## src/include/swtcm_defs.vh

```
// constants for the service window timer and clock monitor
`ifndef SWTCM_DEFS_VH
`define SWTCM_DEFS_VH

// register byte offsets
`define SWTCM_OFF_SERVICE   4'h0
`define SWTCM_OFF_STATUS    4'h4
`define SWTCM_OFF_IDLESEL   4'h8
`define SWTCM_OFF_IDLECNT   4'hC

// service word fields
`define SWTCM_SEL_HI        7
`define SWTCM_SEL_LO        6
`define SWTCM_KEY_HI        5
`define SWTCM_KEY_LO        1
`define SWTCM_CM_BIT        0
`define SWTCM_KEY           5'h0C

// status fields
`define SWTCM_ST_PEND       0
`define SWTCM_ST_CMBAD      1
`define SWTCM_ST_WDACT      2
`define SWTCM_ST_PIN        3
`define SWTCM_ST_FIRST      4
`define SWTCM_ST_LOWER      5

// reset values
`define SWTCM_SEL_RST       2'h3
`define SWTCM_CM_RST        1'b1
`define SWTCM_TSEL_RST      3'h0
`define SWTCM_TSEL_MAX      3'h4

// timing counts
`define SWTCM_LOWER_LIM     17'h0_0800
`define SWTCM_UPPER_BASE    17'h0_2000
`define SWTCM_RELEASE_CYC   5'h18
`define SWTCM_CM_MISS       2'h2
`define SWTCM_TSEL_BASE     5'h0C

`endif

```

## src/core/swtcm_top.v

```verilog
// service window timer with clock monitor and open-drain fault pin
`timescale 1ns/100ps
`include "swtcm_defs.vh"

// Behaviour
// - fault pin driven low only during a fault, else left to pull-up
// - timer fault: pull low until pin reads low, hold 16-32 cycles, release
// - service window restarts when fault pin returns high after a timer fault; a monitor fault does not restart it
// - service writes during an active fault output are ignored
// - pin low at power-up: timer expires, then output releases high
// - slow or absent clock holds pin low; release 16-32 cycles after good
// - monitor never flags above 5 kHz, always flags below 10 Hz
// - matching service restarts window; any field mismatch raises fault
// - both detectors inactive while reset is asserted
// - out of reset: timer and monitor enabled, largest window selected
// - window and monitor enable set only by first service after reset
// - first service must carry the correct key, else fault
// - later services must reproduce window, key and monitor fields
// - service register reads return zeros in the key field
// - timer detector suspended in halt and idle modes
// - monitor keeps running in halt and idle, flagging a stopped clock
// - after halt the selected window is reloaded
// - pending flag set on each toggle of selected idle bit; sw clears
// - idle counter not initialised by the system reset
// - automatic service at the instant idle mode is left
// - first service accepted anywhere in 64k window, no lower fault
// - return from boot code services and re-enables lower checking
// - service word: select 7:6, key 5:1, monitor enable bit 0
// - service earlier than 2048 idle clocks after previous is a fault
// - select codes 00..11 give upper limits 8k, 16k, 32k, 64k
module swtcm_top #(
   parameter CNT_W = 17
) (
   // clock, reset, enable
   input  wire        CLK_SYS_I,
   input  wire        RST_N_I,
   input  wire        POR_N_I,
   input  wire        CE_I,
   // avalon-mm slave
   input  wire [3:0]  AVS_ADDRESS_I,
   input  wire        AVS_READ_I,
   input  wire        AVS_WRITE_I,
   input  wire [31:0] AVS_WRITEDATA_I,
   input  wire [3:0]  AVS_BYTEENABLE_I,
   output reg  [31:0] AVS_READDATA_O,
   output wire        AVS_WAITREQUEST_O,
   // core status
   input  wire        IDLE_TICK_I,
   input  wire        INSTR_TICK_I,
   input  wire        HALT_I,
   input  wire        IDLE_I,
   input  wire        BOOT_I,
   // reference oscillator tick, asynchronous
   input  wire        REF_TICK_I,
   // open-drain fault pin and idle tick pending flag
   input  wire        FAULT_PIN_I,
   output wire        FAULT_OUT_N_O,
   output wire        FAULT_OE_O,
   output wire        IDLE_TICK_PENDING_O
);

   ////////////////////////////////////////////////////////////////////////
   // state codes
   localparam [1:0] WD_RUN  = 2'h0;
   localparam [1:0] WD_PULL = 2'h1;
   localparam [1:0] WD_HOLD = 2'h2;
   localparam [1:0] WD_WAIT = 2'h3;

   ////////////////////////////////////////////////////////////////////////
   // declarations
   reg              pin_s1;
   reg              pin_s2;
   reg              ref_s1;
   reg              ref_s2;
   reg              ref_d;
   reg              ack;
   reg  [1:0]       wd_state;
   reg  [1:0]       next_wd_state;
   reg  [4:0]       wd_rel;
   reg  [CNT_W-1:0] win_cnt;
   reg  [CNT_W-1:0] next_win_cnt;
   reg  [1:0]       win_sel;
   reg              cm_en;
   reg              first;
   reg              lower_en;
   reg              next_first;
   reg              next_lower_en;
   reg  [1:0]       next_win_sel;
   reg              next_cm_en;
   reg  [1:0]       miss_cnt;
   reg              cm_drive;
   reg  [4:0]       cm_rel;
   reg  [CNT_W-1:0] idle_counter;
   reg  [2:0]       tick_sel;
   reg              idle_tick_pending;
   reg              halt_d;
   reg              idle_d;
   reg              boot_d;
   reg              svc_fault;
   reg              svc_ok;
   reg  [31:0]      rd_mux;

   wire             req;
   wire             wr_go;
   wire             svc_wr;
   wire             st_wr;
   wire             sel_wr;
   wire [7:0]       wbyte;
   wire             key_ok;
   wire             all_ok;
   wire             too_early;
   wire             suspended;
   wire [CNT_W-1:0] upper_lim;
   wire             expired;
   wire             fault_act;
   wire             ref_edge;
   wire             cm_bad;
   wire             wd_drive;
   wire             pin_low;
   wire [2:0]       tsel_eff;
   wire [CNT_W-1:0] idle_next;
   wire [4:0]       tbit;
   wire             tick_toggle;
   wire             halt_exit;
   wire             idle_exit;
   wire             boot_edge;
   wire             restart_evt;

   ////////////////////////////////////////////////////////////////////////
   // pin and reference synchronisers
   always @(posedge CLK_SYS_I or negedge RST_N_I) begin
      if (!RST_N_I) begin
         pin_s1 <= 1'b1;
         pin_s2 <= 1'b1;
         ref_s1 <= 1'b0;
         ref_s2 <= 1'b0;
         ref_d  <= 1'b0;
      end else if (CE_I) begin
         pin_s1 <= FAULT_PIN_I;
         pin_s2 <= pin_s1;
         ref_s1 <= REF_TICK_I;
         ref_s2 <= ref_s1;
         ref_d  <= ref_s2;
      end
   end

   assign pin_low  = ~pin_s2;
   assign ref_edge = ref_s2 & ~ref_d;

   ////////////////////////////////////////////////////////////////////////
   // avalon slave: one wait cycle, then answer
   assign req               = AVS_READ_I | AVS_WRITE_I;
   assign AVS_WAITREQUEST_O = req & ~ack;
   assign wr_go             = AVS_WRITE_I & ack;
   assign wbyte             = AVS_WRITEDATA_I[7:0];
   assign svc_wr = wr_go & AVS_BYTEENABLE_I[0] &
                   (AVS_ADDRESS_I == `SWTCM_OFF_SERVICE);
   assign st_wr  = wr_go & AVS_BYTEENABLE_I[0] &
                   (AVS_ADDRESS_I == `SWTCM_OFF_STATUS);
   assign sel_wr = wr_go & AVS_BYTEENABLE_I[0] &
                   (AVS_ADDRESS_I == `SWTCM_OFF_IDLESEL);

   always @* begin
      rd_mux = 32'h0000_0000;
      case (AVS_ADDRESS_I)
         `SWTCM_OFF_SERVICE: begin
            rd_mux[`SWTCM_SEL_HI:`SWTCM_SEL_LO] = win_sel;
            rd_mux[`SWTCM_CM_BIT]               = cm_en;
         end
         `SWTCM_OFF_STATUS: begin
            rd_mux[`SWTCM_ST_PEND]  = idle_tick_pending;
            rd_mux[`SWTCM_ST_CMBAD] = cm_drive;
            rd_mux[`SWTCM_ST_WDACT] = (wd_state != WD_RUN);
            rd_mux[`SWTCM_ST_PIN]   = pin_s2;
            rd_mux[`SWTCM_ST_FIRST] = first;
            rd_mux[`SWTCM_ST_LOWER] = lower_en;
         end
         `SWTCM_OFF_IDLESEL: begin
            rd_mux[2:0] = tick_sel;
         end
         `SWTCM_OFF_IDLECNT: begin
            rd_mux[CNT_W-1:0] = idle_counter;
         end
         default: begin
            rd_mux = 32'h0000_0000;
         end
      endcase
   end

   always @(posedge CLK_SYS_I or negedge RST_N_I) begin
      if (!RST_N_I) begin
         ack            <= 1'b0;
         AVS_READDATA_O <= 32'h0000_0000;
      end else if (CE_I) begin
         ack <= req & ~ack;
         if (AVS_READ_I & ~ack) begin
            AVS_READDATA_O <= rd_mux;
         end
      end
   end

   ////////////////////////////////////////////////////////////////////////
   // idle counter, kept through system reset
   always @(posedge CLK_SYS_I or negedge POR_N_I) begin
      if (!POR_N_I) begin
         idle_counter <= {CNT_W{1'b0}};
      end else if (CE_I & IDLE_TICK_I) begin
         idle_counter <= idle_next;
      end
   end

   assign idle_next   = idle_counter + {{(CNT_W-1){1'b0}}, 1'b1};
   assign tsel_eff    = (tick_sel > `SWTCM_TSEL_MAX) ? `SWTCM_TSEL_MAX
                                                     : tick_sel;
   assign tbit        = `SWTCM_TSEL_BASE + {2'b00, tsel_eff};
   assign tick_toggle = IDLE_TICK_I &
                        (idle_next[tbit] != idle_counter[tbit]);

   always @(posedge CLK_SYS_I or negedge RST_N_I) begin
      if (!RST_N_I) begin
         tick_sel          <= `SWTCM_TSEL_RST;
         idle_tick_pending <= 1'b0;
      end else if (CE_I) begin
         if (sel_wr) begin
            tick_sel <= wbyte[2:0];
         end
         if (tick_toggle) begin
            idle_tick_pending <= 1'b1;
         end else if (st_wr & wbyte[`SWTCM_ST_PEND]) begin
            idle_tick_pending <= 1'b0;
         end
      end
   end

   assign IDLE_TICK_PENDING_O = idle_tick_pending;

   ////////////////////////////////////////////////////////////////////////
   // clock monitor
   always @(posedge CLK_SYS_I or negedge RST_N_I) begin
      if (!RST_N_I) begin
         miss_cnt <= 2'h0;
         cm_drive <= 1'b0;
         cm_rel   <= 5'h00;
      end else if (CE_I) begin
         if (INSTR_TICK_I) begin
            miss_cnt <= 2'h0;
         end else if (ref_edge & (miss_cnt != `SWTCM_CM_MISS)) begin
            miss_cnt <= miss_cnt + 2'h1;
         end
         if (cm_bad) begin
            cm_drive <= 1'b1;
            cm_rel   <= 5'h00;
         end else if (cm_drive) begin
            if (cm_rel == `SWTCM_RELEASE_CYC) begin
               cm_drive <= 1'b0;
            end else begin
               cm_rel <= cm_rel + 5'h01;
            end
         end
      end
   end

   assign cm_bad = cm_en & (miss_cnt == `SWTCM_CM_MISS);

   ////////////////////////////////////////////////////////////////////////
   // service checks
   assign upper_lim = `SWTCM_UPPER_BASE << win_sel;
   assign suspended = HALT_I | IDLE_I;
   assign expired   = ~suspended & IDLE_TICK_I &
                      (win_cnt == upper_lim - {{(CNT_W-1){1'b0}}, 1'b1});
   assign fault_act = (wd_state != WD_RUN) | cm_drive;
   assign key_ok    = (wbyte[`SWTCM_KEY_HI:`SWTCM_KEY_LO] == `SWTCM_KEY);
   assign all_ok    = key_ok & (wbyte[`SWTCM_SEL_HI:`SWTCM_SEL_LO] == win_sel)
                      & (wbyte[`SWTCM_CM_BIT] == cm_en);
   assign too_early = lower_en & ~BOOT_I &
                      (win_cnt < `SWTCM_LOWER_LIM);
   assign halt_exit   = halt_d & ~HALT_I;
   assign idle_exit   = idle_d & ~IDLE_I;
   assign boot_edge   = boot_d ^ BOOT_I;
   assign restart_evt = halt_exit | idle_exit | boot_edge;

   always @* begin
      svc_ok        = 1'b0;
      svc_fault     = 1'b0;
      next_first    = first;
      next_win_sel  = win_sel;
      next_cm_en    = cm_en;
      next_lower_en = lower_en;
      if (svc_wr & ~fault_act) begin
         if (first) begin
            if (key_ok) begin
               svc_ok        = 1'b1;
               next_first    = 1'b0;
               next_lower_en = 1'b1;
               next_win_sel  = wbyte[`SWTCM_SEL_HI:`SWTCM_SEL_LO];
               next_cm_en    = wbyte[`SWTCM_CM_BIT];
            end else begin
               svc_fault = 1'b1;
            end
         end else if (all_ok & ~too_early) begin
            svc_ok = 1'b1;
         end else begin
            svc_fault = 1'b1;
         end
      end
      if (boot_d & ~BOOT_I) begin
         next_lower_en = 1'b1;
      end
   end

   ////////////////////////////////////////////////////////////////////////
   // window counter and fault sequencer
   always @* begin
      next_wd_state = wd_state;
      next_win_cnt  = win_cnt;
      case (wd_state)
         WD_RUN: begin
            if (svc_fault | expired) begin
               next_wd_state = WD_PULL;
            end else if (svc_ok | restart_evt) begin
               next_win_cnt = {CNT_W{1'b0}};
            end else if (~suspended & IDLE_TICK_I) begin
               next_win_cnt = win_cnt + {{(CNT_W-1){1'b0}}, 1'b1};
            end
         end
         WD_PULL: begin
            if (pin_low) begin
               next_wd_state = WD_HOLD;
            end
         end
         WD_HOLD: begin
            if (wd_rel == `SWTCM_RELEASE_CYC) begin
               next_wd_state = WD_WAIT;
            end
         end
         WD_WAIT: begin
            if (pin_s2) begin
               next_wd_state = WD_RUN;
               next_win_cnt  = {CNT_W{1'b0}};
            end
         end
         default: begin
            next_wd_state = WD_RUN;
         end
      endcase
   end

   always @(posedge CLK_SYS_I or negedge RST_N_I) begin
      if (!RST_N_I) begin
         wd_state <= WD_RUN;
         wd_rel   <= 5'h00;
         win_cnt  <= {CNT_W{1'b0}};
         win_sel  <= `SWTCM_SEL_RST;
         cm_en    <= `SWTCM_CM_RST;
         first    <= 1'b1;
         lower_en <= 1'b0;
         halt_d   <= 1'b0;
         idle_d   <= 1'b0;
         boot_d   <= 1'b0;
      end else if (CE_I) begin
         wd_state <= next_wd_state;
         win_cnt  <= next_win_cnt;
         win_sel  <= next_win_sel;
         cm_en    <= next_cm_en;
         first    <= next_first;
         lower_en <= next_lower_en;
         halt_d   <= HALT_I;
         idle_d   <= IDLE_I;
         boot_d   <= BOOT_I;
         if (wd_state == WD_HOLD) begin
            wd_rel <= wd_rel + 5'h01;
         end else begin
            wd_rel <= 5'h00;
         end
      end
   end

   ////////////////////////////////////////////////////////////////////////
   // open-drain fault pin
   assign wd_drive      = (wd_state == WD_PULL) | (wd_state == WD_HOLD);
   assign FAULT_OE_O    = wd_drive | cm_drive;
   assign FAULT_OUT_N_O = 1'b0;

endmodule

```

## config.mk

```make
export PLATFORM = sky130hd
export DESIGN_NAME = swtcm_top
export DESIGN_NICKNAME = d
export VERILOG_FILES = /design/src/core/swtcm_top.v
export VERILOG_INCLUDE_DIRS = /design/src /design/src/include
export SDC_FILE = /design/constraint.sdc
export NUM_CORES = 1
export LEC_CHECK = 0
export BUFFER_PORTS_ARGS = -buffer_cell sky130_fd_sc_hd__buf_4
export CAP_MARGIN = 20
export CORE_ASPECT_RATIO = 1.4
export CORE_MARGIN = 10
export CORE_UTILIZATION = 55
export DETAILED_ROUTE_END_ITERATION = 12
export GPL_ROUTABILITY_DRIVEN = 0
export PLACE_DENSITY = 0.81
export SYNTH_ARGS = -nofsm -noshare
export SYNTH_HDL_FRONTEND = slang
export SYNTH_SLANG_ARGS = --single-unit
```

## constraint.sdc

```tcl
create_clock -name CLK_SYS_I -period 6.35 [get_ports CLK_SYS_I]
set_input_delay 0.3175 -clock CLK_SYS_I [delete_from_list [all_inputs] [get_ports CLK_SYS_I]]
set_output_delay 0.3175 -clock CLK_SYS_I [all_outputs]
set_load 0.01 [all_outputs]
```

== After elaboration in Yosys (flattened, before gate mapping) ==
Index checks and enable logic that the tools add are counted.

* Output and inout bits: 36
* Logic and storage cells: 162
* Register bits: 84
* Input bits: 53

* Magnitude comparators: 3
* Bitwise operators: 42
* Muxes and demuxes: 44
* Shift operators: 1
* Reduce and logical (&&, ||, !) cells: 20
* Equal/unequal tests: 22
* $add $sub $neg: 7

{| class="wikitable"
|+ Operator list
! cell !! count
|-
| $mux W17 || 4
|-
| $add A17 B1 Y17 const B || 2
|-
| $pmux W17 S2 || 1
|-
| $and A1 B1 Y1 || 24
|-
| $mux W1 || 20
|-
| $mux W5 || 4
|-
| $eq A17 B17 Y1 || 1
|-
| $lt A17 B12 Y1 const B || 1
|-
| $shl A14 B2 Y17 const A || 1
|-
| $sub A17 B1 Y17 const B || 1
|-
| $reduce_bool A2 Y1 || 8
|-
| $ne A2 B2 Y1 const B || 7
|-
| $mux W2 || 6
|-
| $add A5 B1 Y5 const B || 2
|-
| $bmux W1 S5 || 2
|-
| $eq A5 B5 Y1 const B || 2
|-
| $reduce_and A2 Y1 || 5
|-
| $reduce_and A5 Y1 || 2
|-
| $mux W9 || 1
|-
| $or A1 B1 Y1 || 9
|-
| $eq A4 B4 Y1 const B || 2
|-
| $not A1 Y1 || 8
|-
| $pmux W2 S4 || 1
|-
| $reduce_and A4 Y1 || 2
|-
| other kinds (21) || 23
|}

== Longest topological paths before layout ==
Gate-level depths: netlist of run 1.

* Depth after elaboration: 12
* Mapped depth: 10
* Gate-level depth less buffers: 8

== Worst setup path before layout of run 1 ==
No wires, ideal clock.

* Path type: reg-to-reg
* From: register win_cnt[0]
* To: register wd_state[1]
* Arrival: 2.112 ns
* Clock period less this slack: 2.237 ns
* Required time: 6.225 ns
* Path buffers: 0
* Cell stages (with the launch flop): 8
* Setup slack: 4.113 ns
* Setup time: 0.125 ns
* Cell sequence: dfrtp_1 ha_1 nand2_1 nor3_1 and4_1 a31oi_1 a221oi_1 mux2_2

* Word-level cells in the longest chain between the ends: 10
* Elaborated cells between the ends (all ways): 12
* Those cells by class: order compare (1); eq/ne (2); mux (3); bitwise (5); reduce/logical (1)

{| class="wikitable"
|+ Ends and longest elaborated chain
! element !! line !! source
|-
| from (decl) || swtcm_top.v:80 || <nowiki>reg [CNT_W-1:0] win_cnt;</nowiki>
|-
| from (signal assigned) || swtcm_top.v:352 || <nowiki>win_cnt <= {CNT_W{1'b0}};</nowiki>
|-
| from (signal assigned) || swtcm_top.v:362 || <nowiki>win_cnt <= next_win_cnt;</nowiki>
|-
| $lt A17 B12 Y1 (no source line) || -- ||
|-
| $and A1 B1 Y1 || swtcm_top.v:275 || <nowiki>assign too_early = lower_en & ~BOOT_I &</nowiki>
|-
| $not A1 Y1 || swtcm_top.v:300 || <nowiki>end else if (all_ok & ~too_early) begin</nowiki>
|-
| $and A1 B1 Y1 || swtcm_top.v:300 ||
|-
| $mux W1 || swtcm_top.v:300 ||
|-
| $mux W1 || swtcm_top.v:290 || <nowiki>if (first) begin</nowiki>
|-
| $mux W1 || swtcm_top.v:289 || <nowiki>if (svc_wr & ~fault_act) begin</nowiki>
|-
| $or A1 B1 Y1 * || swtcm_top.v:318 || <nowiki>if (svc_fault | expired) begin</nowiki>
|-
| $ne A2 B2 Y1 (no source line) * || -- ||
|-
| $reduce_and A5 Y1 (no source line) * || -- ||
|-
| to (signal assigned) || swtcm_top.v:361 || <nowiki>wd_state <= next_wd_state;</nowiki>
|-
| to (decl) || swtcm_top.v:77 || <nowiki>reg [1:0] wd_state;</nowiki>
|}

Every way passes the cells marked *; elsewhere a longest branch is shown, timed or not.
A chain may end at the register's enable or synchronous reset.

== Worst setup path after layout of run 1 ==
* From: register win_cnt[0]
* To: register win_cnt[8]

* Word-level cells in the longest chain between the ends: 11
* Elaborated cells between the ends (all ways): 22
* Those cells by class: add/sub (1); order compare (1); eq/ne (3); mux (10); bitwise (6); reduce/logical (1)

{| class="wikitable"
|+ Ends and longest elaborated chain
! element !! line !! source
|-
| $lt A17 B12 Y1 (no source line) || -- ||
|-
| $and A1 B1 Y1 || swtcm_top.v:275 ||
|-
| $not A1 Y1 || swtcm_top.v:300 ||
|-
| $and A1 B1 Y1 || swtcm_top.v:300 ||
|-
| $mux W1 || swtcm_top.v:300 ||
|-
| $mux W1 || swtcm_top.v:290 ||
|-
| $mux W1 || swtcm_top.v:289 ||
|-
| $or A1 B1 Y1 || swtcm_top.v:320 || <nowiki>end else if (svc_ok | restart_evt) begin</nowiki>
|-
| $mux W17 || swtcm_top.v:320 ||
|-
| $mux W17 || swtcm_top.v:318 ||
|-
| $pmux W17 S2 || swtcm_top.v:316 || <nowiki>case (wd_state)</nowiki>
|}

Parallel ways exist; a longest one is shown, timed or not. The select of a mux whose other input is x is not followed.

==> impl_metrics.tcl, run 1 <==
set metrics [dict create \
    final_hold_viol_count 0 \
    holdCritPathClass "primary input to asynchronous set/reset pin" \
    die_w_um 97.2 \
    crit_arrival_ns 3.08 \
    synth_largest_area_cell "dfrtp_1" \
    max_slew_margin_pct 33.1 \
    cp_slowest_cell "or2_1" \
    vias 3618 \
    antenna_found_initial 0 \
    cts_buffer_depth 2 \
    grt_remaining_overflow 0 \
    slowest_delay_ns 0.62 \
    routed_wirelength_um 10200 \
    finalMaxSlewViolations 0 \
    firstDrtPassIters 5 \
    p_leak_nw 2.32 \
    cts_buffers 9 \
    area_growth_syn_to_layout_pct 14.4 \
    fin_crit_ns 2.88 \
    dp_hpwl_um 7200 \
    holdWs_ns 0.0840 \
    grt_pass1_vias 3586 \
    initial_utilization_pct 56.3 \
    diodes 0 \
    rsz0062_at_grt "false" \
    nFillCells 642 \
    netlist_instances 477 \
    clk_latency_ns 0.34 \
    drive_gt1_share_pct 19.1 \
    core_um2 8150 \
    final_antenna_net_count 0 \
    cp_num_buf_inv 0 \
    ioPinCount 89 \
    cp.required_ns 6.55 \
    p_per_area_nw_per_um2 308 \
    postCtsSetupBuffers 0 \
    cts.sinks 84 \
    wire_per_inst_um 16.5 \
    place_ws_ns 3.30 \
    finalCritPeriodShare_pct 45.4 \
    multi_input_area_um2 2250 \
    fin_skew_ns 0.00640 \
    die_y_um 128 \
    crit_type "register to register" \
    power.total_mw 1.62 \
    synth-edff-count 0 \
    nets 579 \
    synth_top_area_share_pct 42.6 \
    synth_cell_types 57 \
    final_common_cell "dfrtp_1" \
    crit_chain "ha_1 -> nand2_1 -> nor3_1 -> and4_1 -> a41oi_2 -> nand2b_2 -> or2_1 -> o31ai_1" \
    syn_area_um2 4580 \
    final.setup.tns_ns 0 \
    dieArea_um2 12400 \
    grt_max_degree 68 \
    portBuffers 45 \
    post_cts_resized 0 \
    synth_ff_type "dfrtp_1" \
    most-common-layout-cells "dfrtp_1, nand2_1, o21ai_0, buf_4, nor2_1" \
    start_kind "register" \
    cts_tree "built" \
    drt-initial-drc-count 186 \
    max_freq_mhz 347 \
    setup_violations 0 \
    grt_use_total_pct 16.6 \
    htree_num_levels 3 \
    yosysSeqAreaShare_pct 46.0 \
    syn_avg_cell_area_um2 9.61 \
    grt_pass1_wl_um 17300 \
    cp_top_family "simple AND/OR/NAND/NOR gates" \
    synthArstFlopShare_pct 100 \
    ys_seq_elements 84 \
    synth_area_leaders "dfrtp_1, nand2_1, o21ai_0, mux2_2, ha_1" \
    ys_warn_count 0 \
    ir_drop_mv 0.248 \
    critPathMaxFanout 18 \
    core.rowCount 39 \
    end_kind "register" \
    seqCellArea_um2 2110 \
    path_clk_slew_ns 0.06 \
    drv_cap 0 \
    drc 0 \
    viasPerCell 5.84 \
    worstMarginPinSlew_ns 1.00 \
    worst_slack_ns 3.47 \
    cts_root_buffer "clkbuf_16" \
    outcome "completed" \
]
==> per-layer routing <==
layer	part of all wire, %	GRT usage, %	vias up	routed length [µm]
li1	-	-	1726	-
met1	42	19.9	1777	4320
met2	51	28.5	101	5180
met3	5.5	3.72	14	567
met4	1.6	6.01	0	165
met5	0	0	-	0
==> worst paths after layout <==
path / startpoint / to / slack, ns / depth (start not counted)
max in group asynchronous: RST_N_I / win_cnt[10] / 5.72 / 1
hold / removal: RST_N_I / cm_rel[2] / 0.08 / 1
setup reg to reg: win_cnt[0] / win_cnt[8] / 3.47 / 8
min in group CLK_SYS_I: INSTR_TICK_I / miss_cnt[1] / 0.17 / 2
hold reg to reg: first / first / 0.47 / 2
setup / recovery: win_cnt[0] / win_cnt[8] / 3.47 / 8
==> worst reg2reg max path, stage by stage, from the launching register on <==
cell and delay [ns]:
dfrtp_1 0.39, ha_1 0.26, nand2_1 0.08, nor3_1 0.51, and4_1 0.31, a41oi_2 0.14
nand2b_2 0.28, or2_1 0.62, o31ai_1 0.16
==> layout make-up <==
cell class | instances | area share (%)
Clock buffer | 11 | 4.82
Clock inverter | 5 | 1.60
Inverter | 18 | 1.29
Multi-Input combinational cell | 353 | 42.8
Sequential cell | 84 | 40.2
Tap cell | 102 | 2.43
Timing Repair Buffer | 47 | 6.78
==> per-stage QoR <==
step / cells / cell area (µm²) / utilization [%]
global route: 620 / 5240 / 64.3
CTS: 619 / 5240 / 64.2
floorplan: 492 / 4640 / -
global placement: 602 / 4890 / 60.0
detailed placement: 602 / 4890 / 60.0
finish: 620 / 5240 / 64.3
==> sequential cells by signal (all words and copies together) (netlist names), 2 cells and up <==
register	count
wd_state	2
wd_rel	5
win_sel	2
cm_rel	5
idle_counter	17
tick_sel	3
AVS_READDATA_O	17
miss_cnt	2
win_cnt	17
==> cells in the mapped netlist, types with 3 or more instances <==
cell type,count
a21oi_1,10
a22oi_1,7
and3_1,10
and4_1,3
buf_4,16
clkbuf_1,15
dfrtp_1,78
dfstp_2,6
ha_1,13
inv_1,18
mux2_2,17
mux2i_1,4
nand2_1,64
nand3_1,22
nand4_1,14
nor2_1,27
nor2b_1,8
nor3_1,7
nor3b_1,3
o21ai_0,46
o21ai_1,6
o31ai_1,8
o31ai_2,3
xnor2_1,14
xor2_1,13
==> cell families (layout without fill, tap and decap cells) <==
| kind of cell | after synthesis | in the layout | synth area share (%) |
|---|---|---|---|
| fa+ha+maj | 13 | 13 | 3.55 |
| buf+inv | 55 | 81 | 6.22 |
| simple gates | 178 | 178 | 19.7 |
| flops | 84 | 84 | 46.0 |
| other cells | 1 | 16 | 0.0818 |
| mux | 23 | 23 | 6.03 |
| xor+xnor | 27 | 27 | 5.16 |
| compound gates | 96 | 96 | 13.3 |
==> timing repair <==
item / 4_1_cts / 5_1_grt
hold buffers: 1 / 0
endpoints found under the setup margin: 0 / 0
hold endpoints to repair: 17 / 0
==> power by group <==
| group | total [mW] | internal, mW | switching (mW) | leakage, nW |
|---|---|---|---|---|
| clock network | 0.584 | 0.367 | 0.218 | 0.158 |
| registers | 0.693 | 0.609 | 0.0840 | 1.10 |
| logic | 0.339 | 0.147 | 0.192 | 1.06 |
(Power assumes the default switching activity.)
==> inputs of run 2 (changes only) <==
clock period = 2.8 ns   (was 6.35 ns; I/O delays follow)
==> run 2 against run 1 <==
Maximum frequency increased by 18%. Clock power increased by 110%. Combinational power increased by 130%. Hold slack got worse by 0.060 ns. Largest cell class unchanged.
==> impl_metrics.tcl, run 2 (synthesized netlist as in run 1, its figures left out) <==
set metrics [dict create \
    post_cts_resized 0 \
    area_growth_syn_to_layout_pct 15.4 \
    critPathMaxFanout 7 \
    path_clk_slew_ns 0.06 \
    crit_arrival_ns 2.66 \
    dp.cells 610 \
    grt_remaining_overflow 0 \
    core.rowCount 39 \
    cts_buffers 9 \
    clk_latency_ns 0.34 \
    max_freq_mhz 410 \
    final_antenna_net_count 0 \
    drt-initial-drc-count 173 \
    drc 0 \
    antenna_found_initial 0 \
    final_common_cell "dfrtp_1" \
    grt_max_degree 68 \
    fin_crit_ns 2.44 \
    cp.required_ns 3.02 \
    outcome "completed" \
    p_per_area_nw_per_um2 678 \
    fin_area_um2 5290 \
    grt_use_total_pct 16.4 \
    rsz0062_at_grt "false" \
    grt_pass1_wl_um 17100 \
    vias 3629 \
    final.setup.tns_ns 0 \
    firstDrtPassIters 4 \
    dieArea_um2 12400 \
    reg.largest.list "AVS_READDATA_O x17, idle_counter x17, win_cnt x17" \
    die_w_um 97.2 \
    drive_gt1_share_pct 19.7 \
    initial_utilization_pct 56.3 \
    cts_tree "built" \
    start_kind "register" \
    fin_cells 629 \
    die_y_um 128 \
    p_leak_nw 2.35 \
    cts_root_buffer "clkbuf_16" \
    final_hold_viol_count 0 \
    ir_drop_mv 0.369 \
    cts.sinks 84 \
    post_dp_cell_area_um2 4950 \
    max_slew_margin_pct 43.5 \
    grt_pass1_vias 3533 \
    portBuffers 45 \
    worstMarginPinSlew_ns 0.848 \
    cts_buffer_depth 2 \
    ioPinCount 89 \
    holdBufCountCts 3 \
    holdCritPathClass "primary input to register" \
    viasPerCell 5.77 \
    fin_skew_ns 0.00763 \
    finalMaxSlewViolations 0 \
    diodes 0 \
    crit_type "register to register" \
    end_kind "register" \
    drv_cap 0 \
    setup_violations 0 \
    most-common-layout-cells "dfrtp_1, nand2_1, buf_4" \
    routed_wirelength_um 10100 \
    finalCritPeriodShare_pct 87.1 \
    core_um2 8150 \
    nets 588 \
    fin_util_pct 64.9 \
    wire_per_inst_um 16.1 \
    postCtsSetupBuffers 0 \
    dp_hpwl_um 7320 \
    htree_num_levels 3 \
]
-- run 2: cell types whose count changed in the layout (fill, tap and decap cells not counted), sizes merged --
cell	change
clkinvlp	-1
clkinv	+1
dlygate4sd3	+2
buf	+7
-- run 2: metal layers --
metal | part of all wire (%) | GRT usage, %
met1 | 42 | 19.6
met5 | 0 | 0
met2 | 51 | 27.7
met3 | 5.2 | 4.31
met4 | 1.5 | 5.66
-- run 2: per-stage QoR --
stage / worst slack (ns) / hold WS, ns / total power, mW
2_1_floorplan: 0.563 / -0.156 / 2.08
3_3_place_gp: 0.520 / 0.0126 / 2.30
3_5_place_dp: 0.420 / 0.0151 / 2.36
4_1_cts: 0.400 / 0.0196 / 3.61
5_1_grt: 0.224 / 0.0303 / 3.79
6_report: 0.361 / 0.0243 / 3.59
-- run 2: worst max-delay path, cell delays in order, from the launching register on --
cell and delay (ns):
dfrtp_1 0.41, inv_1 0.13, ha_1 0.33, and4_4 0.30
o311ai_1 0.14, a41oi_2 0.19, nand2b_2 0.08, or2_1 0.24
buf_4 0.18, o41ai_1 0.32
-- run 2: layout make-up --
type / count / area, µm²
Fill cell: 666 / 2860
Multi-Input combinational cell: 353 / 2250
Sequential cell: 84 / 2110
Timing Repair Buffer: 56 / 428
Clock buffer: 11 / 233
Tap cell: 102 / 128
Clock inverter: 5 / 77.6
Inverter: 18 / 67.6
-- run 2: power breakdown --
part           internal [mW]  leakage [nW]  switching (mW)
Combinational          0.350          1.10           0.431
Clock                  0.778         0.150           0.463
Sequential              1.38          1.10           0.183
-- run 2: worst paths after layout --
path,startpoint,end,slack (ns),cells past startpoint
setup / recovery,wd_state[0],win_cnt[15],0.36,9
hold / removal,IDLE_I,idle_d,0.02,3
setup reg to reg,wd_state[0],win_cnt[15],0.36,9
hold reg to reg,first,first,0.47,2
max in group asynchronous,RST_N_I,win_cnt[4],1.79,2
min in group asynchronous,POR_N_I,idle_counter[8],0.22,2
==> inputs of run 3 (changes only) <==
CORE_ASPECT_RATIO = not set   (was 1.4)
==> run 3 against run 2 <==
Global-route usage decreased by 0.11 points. First-iteration DRC count increased by 1.7%. Largest power group unchanged. Combinational power about the same. Critical path depth unchanged. Die area decreased by 0.42%. Sequential power about the same. Sequential share of layout area increased by 0.70 points. Power decreased by 11%.
==> impl_metrics.tcl, run 3 (synthesized netlist as in run 1, its figures left out) <==
set metrics [dict create \
    outcome "completed" \
    grt_pass1_wl_um 17100 \
    reg.largest.list "AVS_READDATA_O x17, idle_counter x17, win_cnt x17" \
    firstDrtPassIters 5 \
    max_freq_mhz 419 \
    multi_input_area_um2 2250 \
    grt_max_degree 68 \
    fin_skew_ns 0.0150 \
    start_kind "register" \
    cts_tree "built" \
    p_per_area_nw_per_um2 616 \
    die_w_um 111 \
    cp_slowest_cell "dfrtp_1" \
    nets 590 \
    slowest_delay_ns 0.41 \
    antenna_found_initial 0 \
    cp.required_ns 3.07 \
    nFillCells 670 \
    portBuffers 45 \
    max_slew_margin_pct 42.8 \
    drv_cap 0 \
    crit_chain "inv_1 -> ha_1 -> and4_4 -> o311ai_1 -> a41oi_2 -> nand2b_2 -> or2_1 -> buf_4 -> o41ai_2" \
    final_hold_viol_count 0 \
    final_antenna_net_count 0 \
    dp.cells 613 \
    critPathMaxFanout 9 \
    setup_violations 0 \
    initial_utilization_pct 56.1 \
    ioPinCount 89 \
    crit_type "register to register" \
    wire_per_inst_um 16.1 \
    ir_drop_mv 0.315 \
    dp_hpwl_um 7320 \
    path_clk_slew_ns 0.09 \
    fin_cells 634 \
    cp_num_buf_inv 2 \
    seqCellArea_um2 2110 \
    htree_num_levels 3 \
    vias 3654 \
    end_kind "register" \
    crit_arrival_ns 2.66 \
    worstMarginPinSlew_ns 0.858 \
    grt_pass1_vias 3573 \
    rsz0062_at_grt "false" \
    die_y_um 111 \
    clk_latency_ns 0.37 \
    finalCritPeriodShare_pct 85.3 \
    fin_area_um2 5200 \
    core.rowCount 33 \
    grt_use_total_pct 16.2 \
    dieArea_um2 12400 \
    cts.sinks 84 \
    final.setup.tns_ns 0 \
    grt_remaining_overflow 0 \
    final_common_cell "dfrtp_1" \
    diodes 0 \
    most-common-layout-cells "dfrtp_1, nand2_1, buf_4" \
    fin_util_pct 63.6 \
    holdCritPathClass "primary input to register" \
    p_leak_nw 2.31 \
    finalMaxSlewViolations 0 \
    cts_buffer_depth 2 \
    fin_crit_ns 2.39 \
    post_dp_cell_area_um2 4950 \
    drive_gt1_share_pct 20.0 \
    viasPerCell 5.76 \
    drt-initial-drc-count 176 \
    drc 0 \
    routed_wirelength_um 10200 \
    cts_buffers 9 \
    core_um2 8180 \
    power.total_mw 3.20 \
    cp_top_family "simple AND/OR/NAND/NOR gates" \
    area_growth_syn_to_layout_pct 13.4 \
    cts_root_buffer "clkbuf_8" \
]
-- run 3: cell count changes in the layout (fill, tap and decap cells not counted), sizes merged --
cell,change
clkinv,-1
clkinvlp,+1
bufinv,-2
inv,+2
dlygate4sd3,+2
-- run 3: layout make-up --
class	count	share of cell area, %
multi-input combinational	353	43.2
clock buffer	11	2.91
clock inverter	5	0.843
inverter	18	1.30
tap	105	2.53
sequential	84	40.6
timing repair buffer	58	8.62
-- run 3: path summary, 6_finish.rpt --
| kind | start | endpoint | slack [ns] | depth (start not counted) |
|---|---|---|---|---|
| min in group asynchronous | POR_N_I | idle_counter[11] | 0.16 | 2 |
| worst max-delay path | wd_state[0] | win_cnt[7] | 0.41 | 9 |
| max in group asynchronous | RST_N_I | AVS_READDATA_O[4] | 1.82 | 2 |
| worst min register to register | first | first | 0.48 | 2 |
| worst min-delay path | HALT_I | halt_d | 0.01 | 3 |
| worst max register to register | wd_state[0] | win_cnt[7] | 0.41 | 9 |
-- run 3: worst register-to-register path, delay by kind of cell (launching register included) --
| family | cells | cell delay [ns] |
|---|---|---|
| AOI/OAI and AO/OA | 3 | 0.59 |
| and+or+nand+nor | 3 | 0.65 |
| adders and majority gates | 1 | 0.34 |
| DFF | 1 | 0.41 |
| buffers and inverters | 2 | 0.32 |
-- run 3: power by group --
| part | internal, mW | leakage, nW | total (mW) | switching, mW |
|---|---|---|---|---|
| Combinational | 0.355 | 1.11 | 0.779 | 0.424 |
| Clock | 0.382 | 0.0941 | 0.859 | 0.477 |
| Sequential | 1.38 | 1.10 | 1.56 | 0.183 |
| Total | 2.12 | 2.31 | 3.20 | 1.08 |
-- run 3: layer usage --
| layer | global-route usage, % | wire length (µm) | vias up |
|---|---|---|---|
| met5 | 0 | 0 | - |
| met4 | 5.83 | 153 | 0 |
| met3 | 4.17 | 670 | 14 |
| met2 | 26.1 | 4860 | 110 |
| met1 | 20.6 | 4510 | 1778 |
| li1 | - | - | 1752 |
-- run 3: timing repair --
| action | 4_1_cts | 5_1_grt |
|---|---|---|
| gates resized for setup | 0 | 0 |
| endpoints found under the setup margin | 0 | 0 |
| setup buffers | 0 | 0 |
| hold buffers | 5 | 0 |
| endpoints found under the hold margin | 82 | 0 |
-- run 3: metrics by stage --
| stage | worst slack (ns) | hold WS, ns |
|---|---|---|
| 5_1_grt | 0.239 | 0.00197 |
| 3_3_place_gp | 0.518 | 0.0132 |
| 4_1_cts | 0.425 | 0.00483 |
| 3_5_place_dp | 0.452 | 0.0139 |
| 2_1_floorplan | 0.563 | -0.156 |
| 6_report | 0.411 | 0.0131 |
